`src/core/sensor_irq_pkg.sv`:
```
package sensor_irq_pkg;

  // register offsets on the internal register port
  localparam logic [7:0] WAKE_AND_PIN_CONFIG_ADDR = 8'h2C;
  localparam logic [7:0] IRQ_ENABLE_ADDR = 8'h2D;
  localparam logic [7:0] IRQ_ROUTING_ADDR = 8'h2E;

  // values after reset
  localparam logic [7:0] WAKE_AND_PIN_CONFIG_RESET = 8'h00;
  localparam logic [7:0] IRQ_ENABLE_RESET = 8'h00;
  localparam logic [7:0] IRQ_ROUTING_RESET = 8'h00;
  localparam logic [7:0] UNMAPPED_READ = 8'h00;

  // writable bits; unused positions stay zero
  localparam logic [7:0] WAKE_AND_PIN_CONFIG_MASK = 8'hFB;
  localparam logic [7:0] IRQ_SOURCE_MASK = 8'hFD;

  // wake_and_pin_config fields
  localparam int BUFFER_HOLD_BIT = 7;
  localparam int TRANSIENT_WAKE_BIT = 6;
  localparam int ORIENTATION_WAKE_BIT = 5;
  localparam int PULSE_WAKE_BIT = 4;
  localparam int FALL_MOTION_WAKE_BIT = 3;
  localparam int IRQ_POLARITY_BIT = 1;
  localparam int IRQ_DRIVE_MODE_BIT = 0;

  // source positions, shared by irq_enable and irq_routing
  localparam int AUTOSLEEP_SRC = 7;
  localparam int FIFO_SRC = 6;
  localparam int TRANSIENT_SRC = 5;
  localparam int ORIENTATION_SRC = 4;
  localparam int PULSE_SRC = 3;
  localparam int FALL_MOTION_SRC = 2;
  localparam int SAMPLE_READY_SRC = 0;

  localparam int SOURCE_COUNT = 8;
  localparam int PIN_COUNT = 2;
  localparam int PIN_A = 0;
  localparam int PIN_B = 1;

  // buffer gate states, gray coded along open, held, error
  typedef enum logic [1:0] {
    GATE_OPEN = 2'b00,
    GATE_HELD = 2'b01,
    GATE_ERROR = 2'b11
  } gate_state_t;

endpackage

```
`src/core/sensor_irq_wake_router.sv`:
```
// Overview of operation
// - With buffer hold off, any wake/sleep change flushes the sample buffer.
// - With buffer hold on, a mode change keeps the buffer and blocks new samples until emptied.
// - A sample arriving while held and not yet emptied raises the hold error, kept till emptied.
// - Emptying the buffer clears the hold error.
// - Wake bits 6..3 let transient, orientation, pulse, fall/motion events wake from sleep.
// - Polarity bit 1 selects active-low (0) or active-high (1) interrupt pins.
// - Drive bit 0 selects push-pull (0) or open-drain (1) interrupt pins.
// - A source event reaches the pins only while its enable bit is set.
// - Enable bits: autosleep 7, fifo 6, transient 5, orientation 4, pulse 3, fall 2, ready 0.
// - Routing bit 0 sends a source to pin b, 1 to pin a, all reset to 0.
// - Routing uses the same bit positions as enables and serves both pins.
// - With autosleep irq enabled, each wake/sleep change raises the autosleep event.
// - Software reset returns all three registers to defaults.
`timescale 1ns/1ps
module sensor_irq_wake_router
  import sensor_irq_pkg::*;
(
  // clock and reset
  input wire logic ref_clk,
  input wire logic reset,
  input wire logic clk_en,
  input wire logic soft_reset,
  // register port
  input wire logic [7:0] reg_addr,
  input wire logic [7:0] reg_wdata,
  input wire logic reg_wr,
  input wire logic reg_rd,
  output logic [7:0] reg_rdata,
  // function block event flags, bit 7 and bit 1 unused here
  input wire logic [sensor_irq_pkg::SOURCE_COUNT-1:0] event_flags,
  input wire logic autosleep_ack,
  // system mode and sample buffer
  input wire logic sleep_mode,
  input wire logic sample_strobe,
  input wire logic fifo_empty,
  output logic fifo_flush,
  output logic fifo_input_block,
  output logic buffer_hold_error,
  output logic autosleep_pending,
  output logic wake_request,
  // interrupt pads
  output logic irq_pin_a_out,
  output logic irq_pin_a_oe,
  output logic irq_pin_b_out,
  output logic irq_pin_b_oe
);

  import sensor_irq_pkg::*;

  logic [7:0] wake_and_pin_config;
  logic [7:0] irq_enable;
  logic [7:0] irq_routing;
  logic clear_all;
  logic mode_prev;
  logic mode_seen;
  logic mode_change;
  logic [SOURCE_COUNT-1:0] sources;
  logic [SOURCE_COUNT-1:0] gated;
  logic [PIN_COUNT-1:0] pin_active;
  logic [PIN_COUNT-1:0] pin_out;
  logic [PIN_COUNT-1:0] pin_oe;
  logic [3:0] wake_hits;
  gate_state_t gate_state;
  gate_state_t next_gate_state;

  // write mask for an address, zero where nothing is mapped
  function automatic logic [7:0] writable(input logic [7:0] addr);
    case (addr)
      WAKE_AND_PIN_CONFIG_ADDR: writable = WAKE_AND_PIN_CONFIG_MASK;
      IRQ_ENABLE_ADDR: writable = IRQ_SOURCE_MASK;
      IRQ_ROUTING_ADDR: writable = IRQ_SOURCE_MASK;
      default: writable = 8'h00;
    endcase
  endfunction

  assign clear_all = reset | soft_reset;

  ////////////////////////////////////////////////////////////////////////
  // control registers
  always_ff @(posedge ref_clk) begin
    if (clear_all) begin
      wake_and_pin_config <= WAKE_AND_PIN_CONFIG_RESET;
    end else if (clk_en && reg_wr && reg_addr == WAKE_AND_PIN_CONFIG_ADDR) begin
      wake_and_pin_config <= reg_wdata & writable(reg_addr);
    end
  end

  always_ff @(posedge ref_clk) begin
    if (clear_all) begin
      irq_enable <= IRQ_ENABLE_RESET;
    end else if (clk_en && reg_wr && reg_addr == IRQ_ENABLE_ADDR) begin
      irq_enable <= reg_wdata & writable(reg_addr);
    end
  end

  always_ff @(posedge ref_clk) begin
    if (clear_all) begin
      irq_routing <= IRQ_ROUTING_RESET;
    end else if (clk_en && reg_wr && reg_addr == IRQ_ROUTING_ADDR) begin
      irq_routing <= reg_wdata & writable(reg_addr);
    end
  end

  // read data held in a flop, unmapped addresses give zero
  always_ff @(posedge ref_clk) begin
    if (reset) begin
      reg_rdata <= UNMAPPED_READ;
    end else if (clk_en && reg_rd) begin
      case (reg_addr)
        WAKE_AND_PIN_CONFIG_ADDR: reg_rdata <= wake_and_pin_config;
        IRQ_ENABLE_ADDR: reg_rdata <= irq_enable;
        IRQ_ROUTING_ADDR: reg_rdata <= irq_routing;
        default: reg_rdata <= UNMAPPED_READ;
      endcase
    end
  end

  ////////////////////////////////////////////////////////////////////////
  // system mode change; first sample after reset only primes the history
  always_ff @(posedge ref_clk) begin
    if (reset) begin
      mode_prev <= 1'b0;
      mode_seen <= 1'b0;
    end else if (clk_en) begin
      mode_prev <= sleep_mode;
      mode_seen <= 1'b1;
    end
  end

  assign mode_change = mode_seen && (sleep_mode != mode_prev);

  // autosleep event, a change in the same cycle as the ack wins
  always_ff @(posedge ref_clk) begin
    if (clear_all) begin
      autosleep_pending <= 1'b0;
    end else if (clk_en) begin
      if (mode_change && irq_enable[AUTOSLEEP_SRC]) begin
        autosleep_pending <= 1'b1;
      end else if (autosleep_ack) begin
        autosleep_pending <= 1'b0;
      end
    end
  end

  ////////////////////////////////////////////////////////////////////////
  // buffer gate
  always_comb begin
    next_gate_state = gate_state;
    case (gate_state)
      GATE_OPEN: begin
        // an already empty buffer has nothing to keep, so no hold is taken
        if (mode_change && wake_and_pin_config[BUFFER_HOLD_BIT] && !fifo_empty) begin
          next_gate_state = GATE_HELD;
        end
      end
      GATE_HELD: begin
        if (fifo_empty) begin
          next_gate_state = GATE_OPEN;
        end else if (sample_strobe) begin
          next_gate_state = GATE_ERROR;
        end
      end
      GATE_ERROR: begin
        if (fifo_empty) begin
          next_gate_state = GATE_OPEN;
        end
      end
      default: next_gate_state = GATE_OPEN;
    endcase
  end

  always_ff @(posedge ref_clk) begin
    if (clear_all) begin
      gate_state <= GATE_OPEN;
    end else if (clk_en) begin
      gate_state <= next_gate_state;
    end
  end

  assign fifo_input_block = (gate_state != GATE_OPEN);
  assign buffer_hold_error = (gate_state == GATE_ERROR);

  // one-cycle flush pulse; never while the buffer hold bit is set, even if the gate is still held
  always_ff @(posedge ref_clk) begin
    if (clear_all) begin
      fifo_flush <= 1'b0;
    end else if (clk_en) begin
      fifo_flush <= mode_change && !wake_and_pin_config[BUFFER_HOLD_BIT];
    end
  end

  ////////////////////////////////////////////////////////////////////////
  // wake path, only enabled interrupts can wake
  assign wake_hits = wake_and_pin_config[TRANSIENT_WAKE_BIT:FALL_MOTION_WAKE_BIT]
                   & gated[TRANSIENT_SRC:FALL_MOTION_SRC];

  always_ff @(posedge ref_clk) begin
    if (clear_all) begin
      wake_request <= 1'b0;
    end else if (clk_en) begin
      wake_request <= sleep_mode && (|wake_hits);
    end
  end

  ////////////////////////////////////////////////////////////////////////
  // gating and routing to the pins
  always_comb begin
    sources = event_flags;
    sources[AUTOSLEEP_SRC] = autosleep_pending;
  end

  assign gated = sources & irq_enable & IRQ_SOURCE_MASK;
  assign pin_active[PIN_A] = |(gated & irq_routing);
  assign pin_active[PIN_B] = |(gated & ~irq_routing & IRQ_SOURCE_MASK);

  // host still has to read the source flags to tell sharing causes apart
  generate
    for (genvar p = 0; p < PIN_COUNT; p++) begin : g_pin
      irq_pin_driver u_pin (
        .ref_clk(ref_clk),
        .reset(clear_all),
        .clk_en(clk_en),
        .pin_active(pin_active[p]),
        .active_high(wake_and_pin_config[IRQ_POLARITY_BIT]),
        .open_drain(wake_and_pin_config[IRQ_DRIVE_MODE_BIT]),
        .pin_out(pin_out[p]),
        .pin_oe(pin_oe[p])
      );
    end
  endgenerate

  assign irq_pin_a_out = pin_out[PIN_A];
  assign irq_pin_a_oe = pin_oe[PIN_A];
  assign irq_pin_b_out = pin_out[PIN_B];
  assign irq_pin_b_oe = pin_oe[PIN_B];
endmodule // sensor_irq_wake_router

```
`src/core/irq_pin_driver.sv`:
```
`timescale 1ns/1ps
module irq_pin_driver (
  // clock and reset
  input wire logic ref_clk,
  input wire logic reset,
  input wire logic clk_en,
  // control
  input wire logic pin_active,
  input wire logic active_high,
  input wire logic open_drain,
  // pad
  output logic pin_out,
  output logic pin_oe
);

  logic level;

  // level the line should carry
  assign level = active_high ? pin_active : ~pin_active;

  ////////////////////////////////////////////////////////////////////////
  // open drain only ever pulls low, so a high level means release
  always_ff @(posedge ref_clk) begin
    if (reset) begin
      pin_out <= 1'b1;
      pin_oe <= 1'b1;
    end else if (clk_en) begin
      pin_out <= open_drain ? 1'b0 : level;
      pin_oe <= ~open_drain | ~level;
    end
  end

endmodule // irq_pin_driver

```
`config.mk`:
```
export PLATFORM = sky130hd
export DESIGN_NAME = sensor_irq_wake_router
export DESIGN_NICKNAME = d
export VERILOG_FILES = /design/src/core/sensor_irq_pkg.sv /design/src/core/sensor_irq_wake_router.sv /design/src/core/irq_pin_driver.sv
export SDC_FILE = /design/constraint.sdc
export NUM_CORES = 1
export LEC_CHECK = 0
export BUFFER_PORTS_ARGS = -buffer_cell sky130_fd_sc_hd__buf_2
export CAP_MARGIN = 10
export CORE_MARGIN = 8
export CORE_UTILIZATION = 47
export DETAILED_ROUTE_END_ITERATION = 7
export HOLD_SLACK_MARGIN = 0.06
export PLACE_DENSITY = 0.82
export SYNTH_ARGS = -nofsm -noshare
export SYNTH_HDL_FRONTEND = slang
export SYNTH_SLANG_ARGS = --single-unit
```
`constraint.sdc`:
```
create_clock -name ref_clk -period 2 [get_ports ref_clk]
set_clock_uncertainty 0.05 [all_clocks]
set_input_delay 0.3 -clock ref_clk [delete_from_list [all_inputs] [get_ports ref_clk]]
set_output_delay 0.3 -clock ref_clk [all_outputs]
set_load 0.005 [all_outputs]
```
==> impl_metrics.tcl, run 1 <==
set metrics [dict create \
    drt_drc_violations_left 0 \
    grt_overflow_total 0 \
    seq_area_frac_synth_pct 43.38 \
    io_pins 51 \
    synth_area_leaders "dfxtp_1 43%, nand2_1 9.3%, mux2i_1 9.1%, nand3_1 7.1%, a21oi_1 4.5%" \
    cts-root-buf "clkbuf_8" \
    synthDominantCellAreaShare_pct 43.38 \
    crit_buf_inv 1 \
    yosys.area.top_type "dfxtp_1" \
    holdWs_ns 0.1413 \
    portBuffers 48 \
    numCtsBuffers 5 \
    finalSetupViolations 0 \
    synth_cell_type_count 32 \
    clkTransAtPathRegs_ns 0.08 \
    syn_avg_cell_area_um2 7.906 \
    hold_class "in -> reg" \
    grt_max_degree 22 \
    path_delay_family "simple AND/OR/NAND/NOR gates" \
    p_per_area_nw_per_um2 628.2 \
    ys_ff_latch 43 \
    leakage_uw 0.0009995 \
    nFillCells 399 \
    placed_cell_area_um2 2292 \
    wl_per_cell_um 14.01 \
    grt_use_total_pct 15.93 \
    grt_pass1_vias 1756 \
    dp_slack_ns -0.2288 \
    worstPathCellList "buf_2, or4b_4, or3_4, or3b_1, and3_1" \
    critPathMaxStageDelay_ns 0.53 \
    routed_via_density 5.306 \
    maxCapViolations 0 \
    regArea_um2 860.8 \
    dr.first_iter.drc_count 184 \
    cts_resized 0 \
    final_common_cell "nand2_1" \
    setup_slack_ns 0.08800 \
    critPathRequiredTime_ns 2.15 \
    setup.worst_path.end_class "flop" \
    clk_path_buf_depth 2 \
    cts_hold_buf 0 \
    arrival_ns 2.06 \
    syn_nets 285 \
    finalCritPeriodShare_pct 95.60 \
    start_util_pct 49.25 \
    die_area_um2 6557 \
    multi_input_area_um2 1057 \
    power_frac_comb_pct 6.9 \
    period_minus_slack_ns 1.912 \
    synth_area_um2 1984 \
    clock_sinks 43 \
    worst_pin_slew_ns 0.5185 \
    switching_power_uw 344.6 \
    cts_tree "done" \
    chipWidth_um 80.98 \
    grt_pass1_wl_um 8217 \
    internal-power_uw 1147 \
    slew_viol_final 0 \
    start_kind "primary input" \
    vdd_ir_drop_max_uv 352.3 \
    final_nets 333 \
    layout_common_cells "49 x nand2_1, 48 x buf_2, 43 x dfxtp_1, 28 x nand3_1" \
    antenna_found_initial 0 \
    yosysWarningCount 0 \
    slowest_stage "or4b_4" \
    drive_above_1_share_pct 22.67 \
    fmax_mhz 523.0 \
    via_count 1857 \
    path_class "in -> reg" \
    final_cell_area_um2 2374 \
    firstDrtPassIters 4 \
    cts_setup_buffers 0 \
    n_antenna_cell 0 \
    power_frac_seq_pct 57.8 \
    htree_levels 2 \
    hold_viol_final 0 \
    worstSkewPairLatency_ns 0.30 \
    timing.slew.headroom_pct 65.30 \
    routed_wl_um 4903 \
    power.total_uw 1491 \
    core_um2 4029 \
    place_hpwl_um 3738 \
    ant_nets 0 \
    outcome "completed" \
    pwr-share-clk_pct 35.3 \
    fp.dieH_um 80.98 \
    netlist_instances 251 \
    area_growth_syn_to_layout_pct 19.61 \
    rsz0062_at_grt "false" \
    placementRows 23 \
    cp_max_fo 8 \
    p_sw_share_pct 23.11 \
    gp_congestion 0.9447 \
]
==> power groups by stage <==
stage,combinational (µW),clock (µW),sequential (µW)
2_1_floorplan,50.5,0,882
3_3_place_gp,100,0,882
3_5_place_dp,102,0,882
4_1_cts,103,538,862
5_1_grt,114,590,863
6_report,103,526,862
==> final cells by class <==
cell class                      instances  share of cell area, %
Tap cell                               50                  2.636
Timing Repair Buffer                   56                  12.65
Inverter                                3                 0.4744
Clock inverter                          1                 0.2109
Clock buffer                            7                  3.216
Multi-Input combinational cell        190                  44.54
Sequential cell                        43                  36.27
==> worst register-to-register path, delay by kind of cell (launching register included) <==
family	cells	cell delay, ns
AO/OA/AOI/OAI	2	0.21
XOR/XNOR	1	0.11
buffers and inverters	1	0.19
flip-flops	1	0.35
AND/OR/NAND/NOR	2	0.40
==> synth_stat cells, drive strengths merged <==
cell type and count:
nand4 3, and2 8, or2 2, o221ai 2
xnor2 2, o22ai 3, or4b 1, nand2 49
a22oi 1, dfxtp 43, and3 3, inv 3
nand3 28, nor2 17, a31oi 1, nor3 3
clkbuf 12, xor2 1, nand2b 6, nor4 1
a211oi 3, mux2i 18, or3b 1, nor2b 1
nand4b 1, or3 1, buf 3, a21oi 18
nor3b 1, o21ai 15
==> final timing paths <==
kind / from / to / slack (ns) / cells after the start
worst max-delay path: reg_addr[4] / irq_enable[1] / 0.09 / 5
worst min-delay path: fifo_empty / gate_state[0] / 0.14 / 2
worst max register to register: irq_enable[2] / g_pin[1].u_pin.pin_out / 0.58 / 6
worst min register to register: wake_and_pin_config[2] / wake_and_pin_config[2] / 0.38 / 2
==> metal layers <==
metal  part of all wire (%)  vias up  global-route usage, %
met5                      0        -                      0
met4                    2.0        0                  6.786
met3                    6.8        8                  4.636
met2                     48       47                  25.74
met1                     44      842                  19.30
li1                       -      960                      -
==> cell families after synthesis <==
group	synth area share (%)
muxes	9.079
DFF	43.38
AOI/OAI and AO/OA	11.98
buffers and inverters	3.531
and+or+nand+nor	30.71
xor gates and xnor gates	1.324
==> through the flow <==
stage / setup TNS [ns] / std cells / utilization [%]
floorplan: 0 / 251 / -
global placement: -1.365 / 342 / 56.89
detailed placement: -1.800 / 342 / 56.89
CTS: 0 / 350 / 58.91
global route: 0 / 350 / 58.91
finish: 0 / 350 / 58.91
==> sequential cells by signal, indices dropped and copies added (netlist names), 2 cells and up <==
signal	cells
wake_and_pin_config	8
gate_state	2
g_pin.u_pin.pin_oe	2
irq_enable	8
reg_rdata	8
irq_routing	8
g_pin.u_pin.pin_out	2
Power figures use the tool's default switching activity.
==> run 2, diff against run 1 <==
--- a/config.mk
+++ b/config.mk
@@ -8,10 +8,10 @@
 export BUFFER_PORTS_ARGS = -buffer_cell sky130_fd_sc_hd__buf_2
 export CAP_MARGIN = 10
 export CORE_MARGIN = 8
-export CORE_UTILIZATION = 47
+export CORE_UTILIZATION = 30
 export DETAILED_ROUTE_END_ITERATION = 7
 export HOLD_SLACK_MARGIN = 0.06
-export PLACE_DENSITY = 0.82
+export PLACE_DENSITY = 0.59
 export SYNTH_ARGS = -nofsm -noshare
 export SYNTH_HDL_FRONTEND = slang
 export SYNTH_SLANG_ARGS = --single-unit
==> impl_metrics.tcl, run 2 (same netlist as run 1, synthesis figures left out) <==
set metrics [dict create \
    final_cell_area_um2 2456 \
    setup.worst_path.end_class "flop" \
    firstDrtPassIters 4 \
    cts_hold_buf 0 \
    cts_tree "done" \
    start_kind "primary input" \
    p_sw_share_pct 21.36 \
    n_antenna_cell 0 \
    via_count 1836 \
    grt_max_degree 22 \
    cts-root-buf "clkbuf_8" \
    dr.first_iter.drc_count 73 \
    hold_class "in -> reg" \
    drive_above_1_share_pct 23.33 \
    grt_use_total_pct 10.82 \
    leakage_uw 0.001025 \
    critPathRequiredTime_ns 2.14 \
    outcome "completed" \
    dp_cells 369 \
    io_pins 51 \
    maxCapViolations 0 \
    regArea_um2 860.8 \
    start_util_pct 31.07 \
    clkTransAtPathRegs_ns 0.08 \
    drt_drc_violations_left 0 \
    final_common_cell "nand2_1" \
    hold_viol_final 0 \
    vdd_ir_drop_max_uv 268.7 \
    nFillCells 690 \
    period_minus_slack_ns 1.914 \
    slew_viol_final 0 \
    cts_resized 0 \
    portBuffers 48 \
    holdWs_ns 0.1594 \
    core_um2 6386 \
    wl_per_cell_um 13.95 \
    clk_path_buf_depth 2 \
    worstSkewPairLatency_ns 0.29 \
    slowest_stage "or4b_4" \
    placed_cell_area_um2 2338 \
    final_cells 377 \
    grt_pass1_wl_um 8583 \
    internal-power_uw 1306 \
    rsz0062_at_grt "false" \
    routed_wl_um 5261 \
    ant_nets 0 \
    worst_pin_slew_ns 0.5409 \
    fmax_mhz 522.4 \
    cts_setup_buffers 0 \
    multi_input_area_um2 1057 \
    power_frac_comb_pct 6.2 \
    chipWidth_um 97.33 \
    fp.dieH_um 97.33 \
    finalCritPeriodShare_pct 95.72 \
    pwr-share-clk_pct 41.8 \
    antenna_found_initial 0 \
    gp_congestion 0.7917 \
    grt_pass1_vias 1803 \
    path_class "in -> reg" \
    power.total_uw 1660 \
    area_growth_syn_to_layout_pct 23.77 \
    numCtsBuffers 5 \
    power_frac_seq_pct 51.9 \
    place_hpwl_um 4068 \
    htree_levels 2 \
    worstPathCellList "buf_2, or4b_4, or3_4, or3b_1, and3_1" \
    p_per_area_nw_per_um2 675.9 \
    final_nets 333 \
    die_area_um2 9473 \
    layout_common_cells "49 x nand2_1, 48 x buf_2, 43 x dfxtp_1, 28 x nand3_1" \
    timing.slew.headroom_pct 63.81 \
    cp_max_fo 8 \
    critPathMaxStageDelay_ns 0.53 \
    switching_power_uw 354.6 \
    placementRows 29 \
    finalSetupViolations 0 \
    grt_overflow_total 0 \
    arrival_ns 2.05 \
    clock_sinks 43 \
    routed_via_density 4.870 \
    fin_util_pct 38.46 \
]
==> run 2: through the flow <==
stage | TNS, ns | worst slack (ns)
5_1_grt | 0 | 0.02467
4_1_cts | 0 | 0.07916
3_3_place_gp | -1.438 | -0.2053
3_5_place_dp | -1.820 | -0.2281
6_report | 0 | 0.08564
2_1_floorplan | 0 | 0.002961
==> run 2: power groups by stage <==
stage	Clock (µW)	Combinational (µW)	Sequential, µW
after detailed placement	0	104	882
final	695	103	862
after CTS	713	104	862
after global placement	0	103	882
after global routing	752	113	863
after floorplan	0	50.5	882
==> run 2: area by class of cell <==
class / count / area share (%)
inverter: 3 / 0.4585
multi-input combinational: 190 / 43.05
clock inverter: 2 / 1.426
sequential: 43 / 35.05
tap: 77 / 3.923
timing repair buffer: 56 / 12.74
clock buffer: 6 / 3.362
==> run 2: final timing paths <==
check | slack (ns) | cells past startpoint | endpoint | start
setup / recovery | 0.09 | 5 | irq_enable[1] | reg_addr[4]
hold / removal | 0.16 | 2 | gate_state[0] | fifo_empty
setup reg to reg | 0.50 | 5 | g_pin[1].u_pin.pin_out | irq_routing[2]
hold reg to reg | 0.39 | 2 | wake_and_pin_config[2] | wake_and_pin_config[2]
==> run 2: worst max-delay path: cells and delay by family <==
family	cells	cell delay (ns)
buf+inv	1	0.10
simple gates	4	1.65
==> run 2: per-layer routing <==
metal | GRT usage (%) | vias up | share of wire [%]
met3 | 2.774 | 4 | 5.7
met5 | 0 | - | 0
met4 | 3.497 | 0 | 1.0
met2 | 18.02 | 44 | 47
met1 | 13.20 | 827 | 47
li1 | - | 961 | -
==> run 3, diff against run 2 <==
--- a/config.mk
+++ b/config.mk
@@ -5,13 +5,13 @@
 export SDC_FILE = /design/constraint.sdc
 export NUM_CORES = 1
 export LEC_CHECK = 0
-export BUFFER_PORTS_ARGS = -buffer_cell sky130_fd_sc_hd__buf_2
 export CAP_MARGIN = 10
 export CORE_MARGIN = 8
 export CORE_UTILIZATION = 30
 export DETAILED_ROUTE_END_ITERATION = 7
+export DONT_BUFFER_PORTS = 1
 export HOLD_SLACK_MARGIN = 0.06
-export PLACE_DENSITY = 0.59
+export PLACE_DENSITY = 0.52
 export SYNTH_ARGS = -nofsm -noshare
 export SYNTH_HDL_FRONTEND = slang
 export SYNTH_SLANG_ARGS = --single-unit
==> impl_metrics.tcl, run 3 (same netlist as run 1, synthesis figures left out) <==
set metrics [dict create \
    outcome "completed" \
    routed_via_density 5.036 \
    finalSetupViolations 0 \
    worstPathCellList "or4b_4, or3_4, or3b_1, and3_1" \
    worst_pin_slew_ns 0.5247 \
    cts-root-buf "clkbuf_8" \
    hold_path_depth 2 \
    hold_class "in -> reg" \
    grt_overflow_total 0 \
    core_um2 6386 \
    place_hpwl_um 3968 \
    cts_tree "done" \
    ant_nets 0 \
    drive_above_1_share_pct 7.480 \
    dp_cells 320 \
    routed_wl_um 5239 \
    io_pins 51 \
    holdWs_ns 0.09114 \
    met3_length_um 461 \
    clk_path_buf_depth 2 \
    htree_levels 2 \
    layout_common_cells "49 x nand2_1, 43 x dfxtp_1, 28 x nand3_1, 18 x mux2i_1, 18 x a21oi_1" \
    start_kind "primary input" \
    p_per_area_nw_per_um2 650.9 \
    chipWidth_um 97.33 \
    fin_util_pct 34.68 \
    worstHoldStart "clk_en" \
    grt_pass1_vias 1600 \
    placementRows 29 \
    vdd_ir_drop_max_uv 347.7 \
    grt_max_degree 22 \
    slowest_stage "or4b_4" \
    path_class "in -> reg" \
    final_cell_area_um2 2215 \
    worstSkewPairLatency_ns 0.29 \
    period_minus_slack_ns 1.816 \
    tns_ns 0 \
    timing.slew.headroom_pct 64.89 \
    via_count 1667 \
    reg2reg_to "g_pin[1].u_pin.pin_out" \
    reg2reg_from "irq_routing[6]" \
    firstDrtPassIters 4 \
    min_to "g_pin[0].u_pin.pin_oe" \
    drt_drc_violations_left 0 \
    numCtsBuffers 5 \
    final_nets 287 \
    rsz0062_at_grt "false" \
    area_growth_syn_to_layout_pct 11.60 \
    final_common_cell "nand2_1" \
    antenna_found_initial 0 \
    path_delay_family "simple AND/OR/NAND/NOR gates" \
    leakage_uw 0.0008132 \
    die_area_um2 9473 \
    placed_cell_area_um2 2103 \
    clock_sinks 43 \
    cts_setup_buffers 0 \
    cp_max_fo 8 \
    slew_viol_final 0 \
    fmax_mhz 550.6 \
    crit_buf_inv 0 \
    regToRegSetupSlack_ns 0.52 \
    worst-r2r-cell-count 5 \
    wl_per_cell_um 15.83 \
    final_cells 331 \
    grt_pass1_wl_um 8673 \
    grt_use_total_pct 11.05 \
    gp_congestion 0.8146 \
    finalCritPeriodShare_pct 90.81 \
    portBuffers 0 \
    hold_viol_final 0 \
    n_antenna_cell 0 \
    setup.worst_path.end_class "flop" \
    wl_met1_um 2406 \
    arrival_ns 1.95 \
    cp.depth 4 \
    wl_met2_um 2328 \
    start_util_pct 31.07 \
    maxCapViolations 0 \
    critPathMaxStageDelay_ns 0.52 \
    critPathRequiredTime_ns 2.13 \
    fp.dieH_um 97.33 \
    clkTransAtPathRegs_ns 0.08 \
    dr.first_iter.drc_count 88 \
    top_layer_used "met4" \
]
run 3: final cells by class:
class | count | area (µm²)
fillers | 688 | 4172
flip-flops and latches | 43 | 860.8
repair buffers | 10 | 107.6
inverters | 3 | 11.26
clock buffers | 7 | 76.32
clock inverters | 1 | 5.005
well taps | 77 | 96.34
multi-input cells | 190 | 1057
run 3: metal layers:
layer  global-route usage, %  vias up
met4                   3.147        0
met2                   16.93       44
met3                   4.339        2
met1                   13.94      755
met5                       0        -
li1                        -      866
run 3: power breakdown:
| group | switching, µW | internal (µW) | leakage (µW) |
|---|---|---|---|
| logic | 32.4 | 24.9 | 0.000424 |
| registers | 2.89 | 860 | 0.000347 |
| clock network | 276 | 245 | 0.0000422 |
| total | 311 | 1130 | 0.000813 |
run 3: worst max path at each step:
| stage | from | end | slack (ns) |
|---|---|---|---|
| 2_1_floorplan | reg_addr[4] | irq_enable[1] | 0.003 |
| 3_3_place_gp | reg_addr[4] | irq_enable[1] | -0.13 |
| 3_5_place_dp | reg_addr[4] | irq_enable[1] | -0.13 |
| 4_1_cts | reg_addr[4] | irq_enable[1] | 0.18 |
| 5_1_grt | reg_addr[4] | irq_enable[1] | 0.17 |
| 6_report | reg_addr[4] | irq_enable[1] | 0.18 |
run 3: timing repair:
action                     CTS  global route
hold buffers                 3             0
setup endpoints to repair    0             0
hold endpoints to repair    12             0
gates resized for setup      0             0
run 3: metrics by stage:
step | setup slack [ns] | total power (µW)
floorplan | 0.002961 | 932.8
global placement | -0.1296 | 932.2
detailed placement | -0.1269 | 932.1
CTS | 0.1809 | 1469
global route | 0.1697 | 1508
finish | 0.1839 | 1441
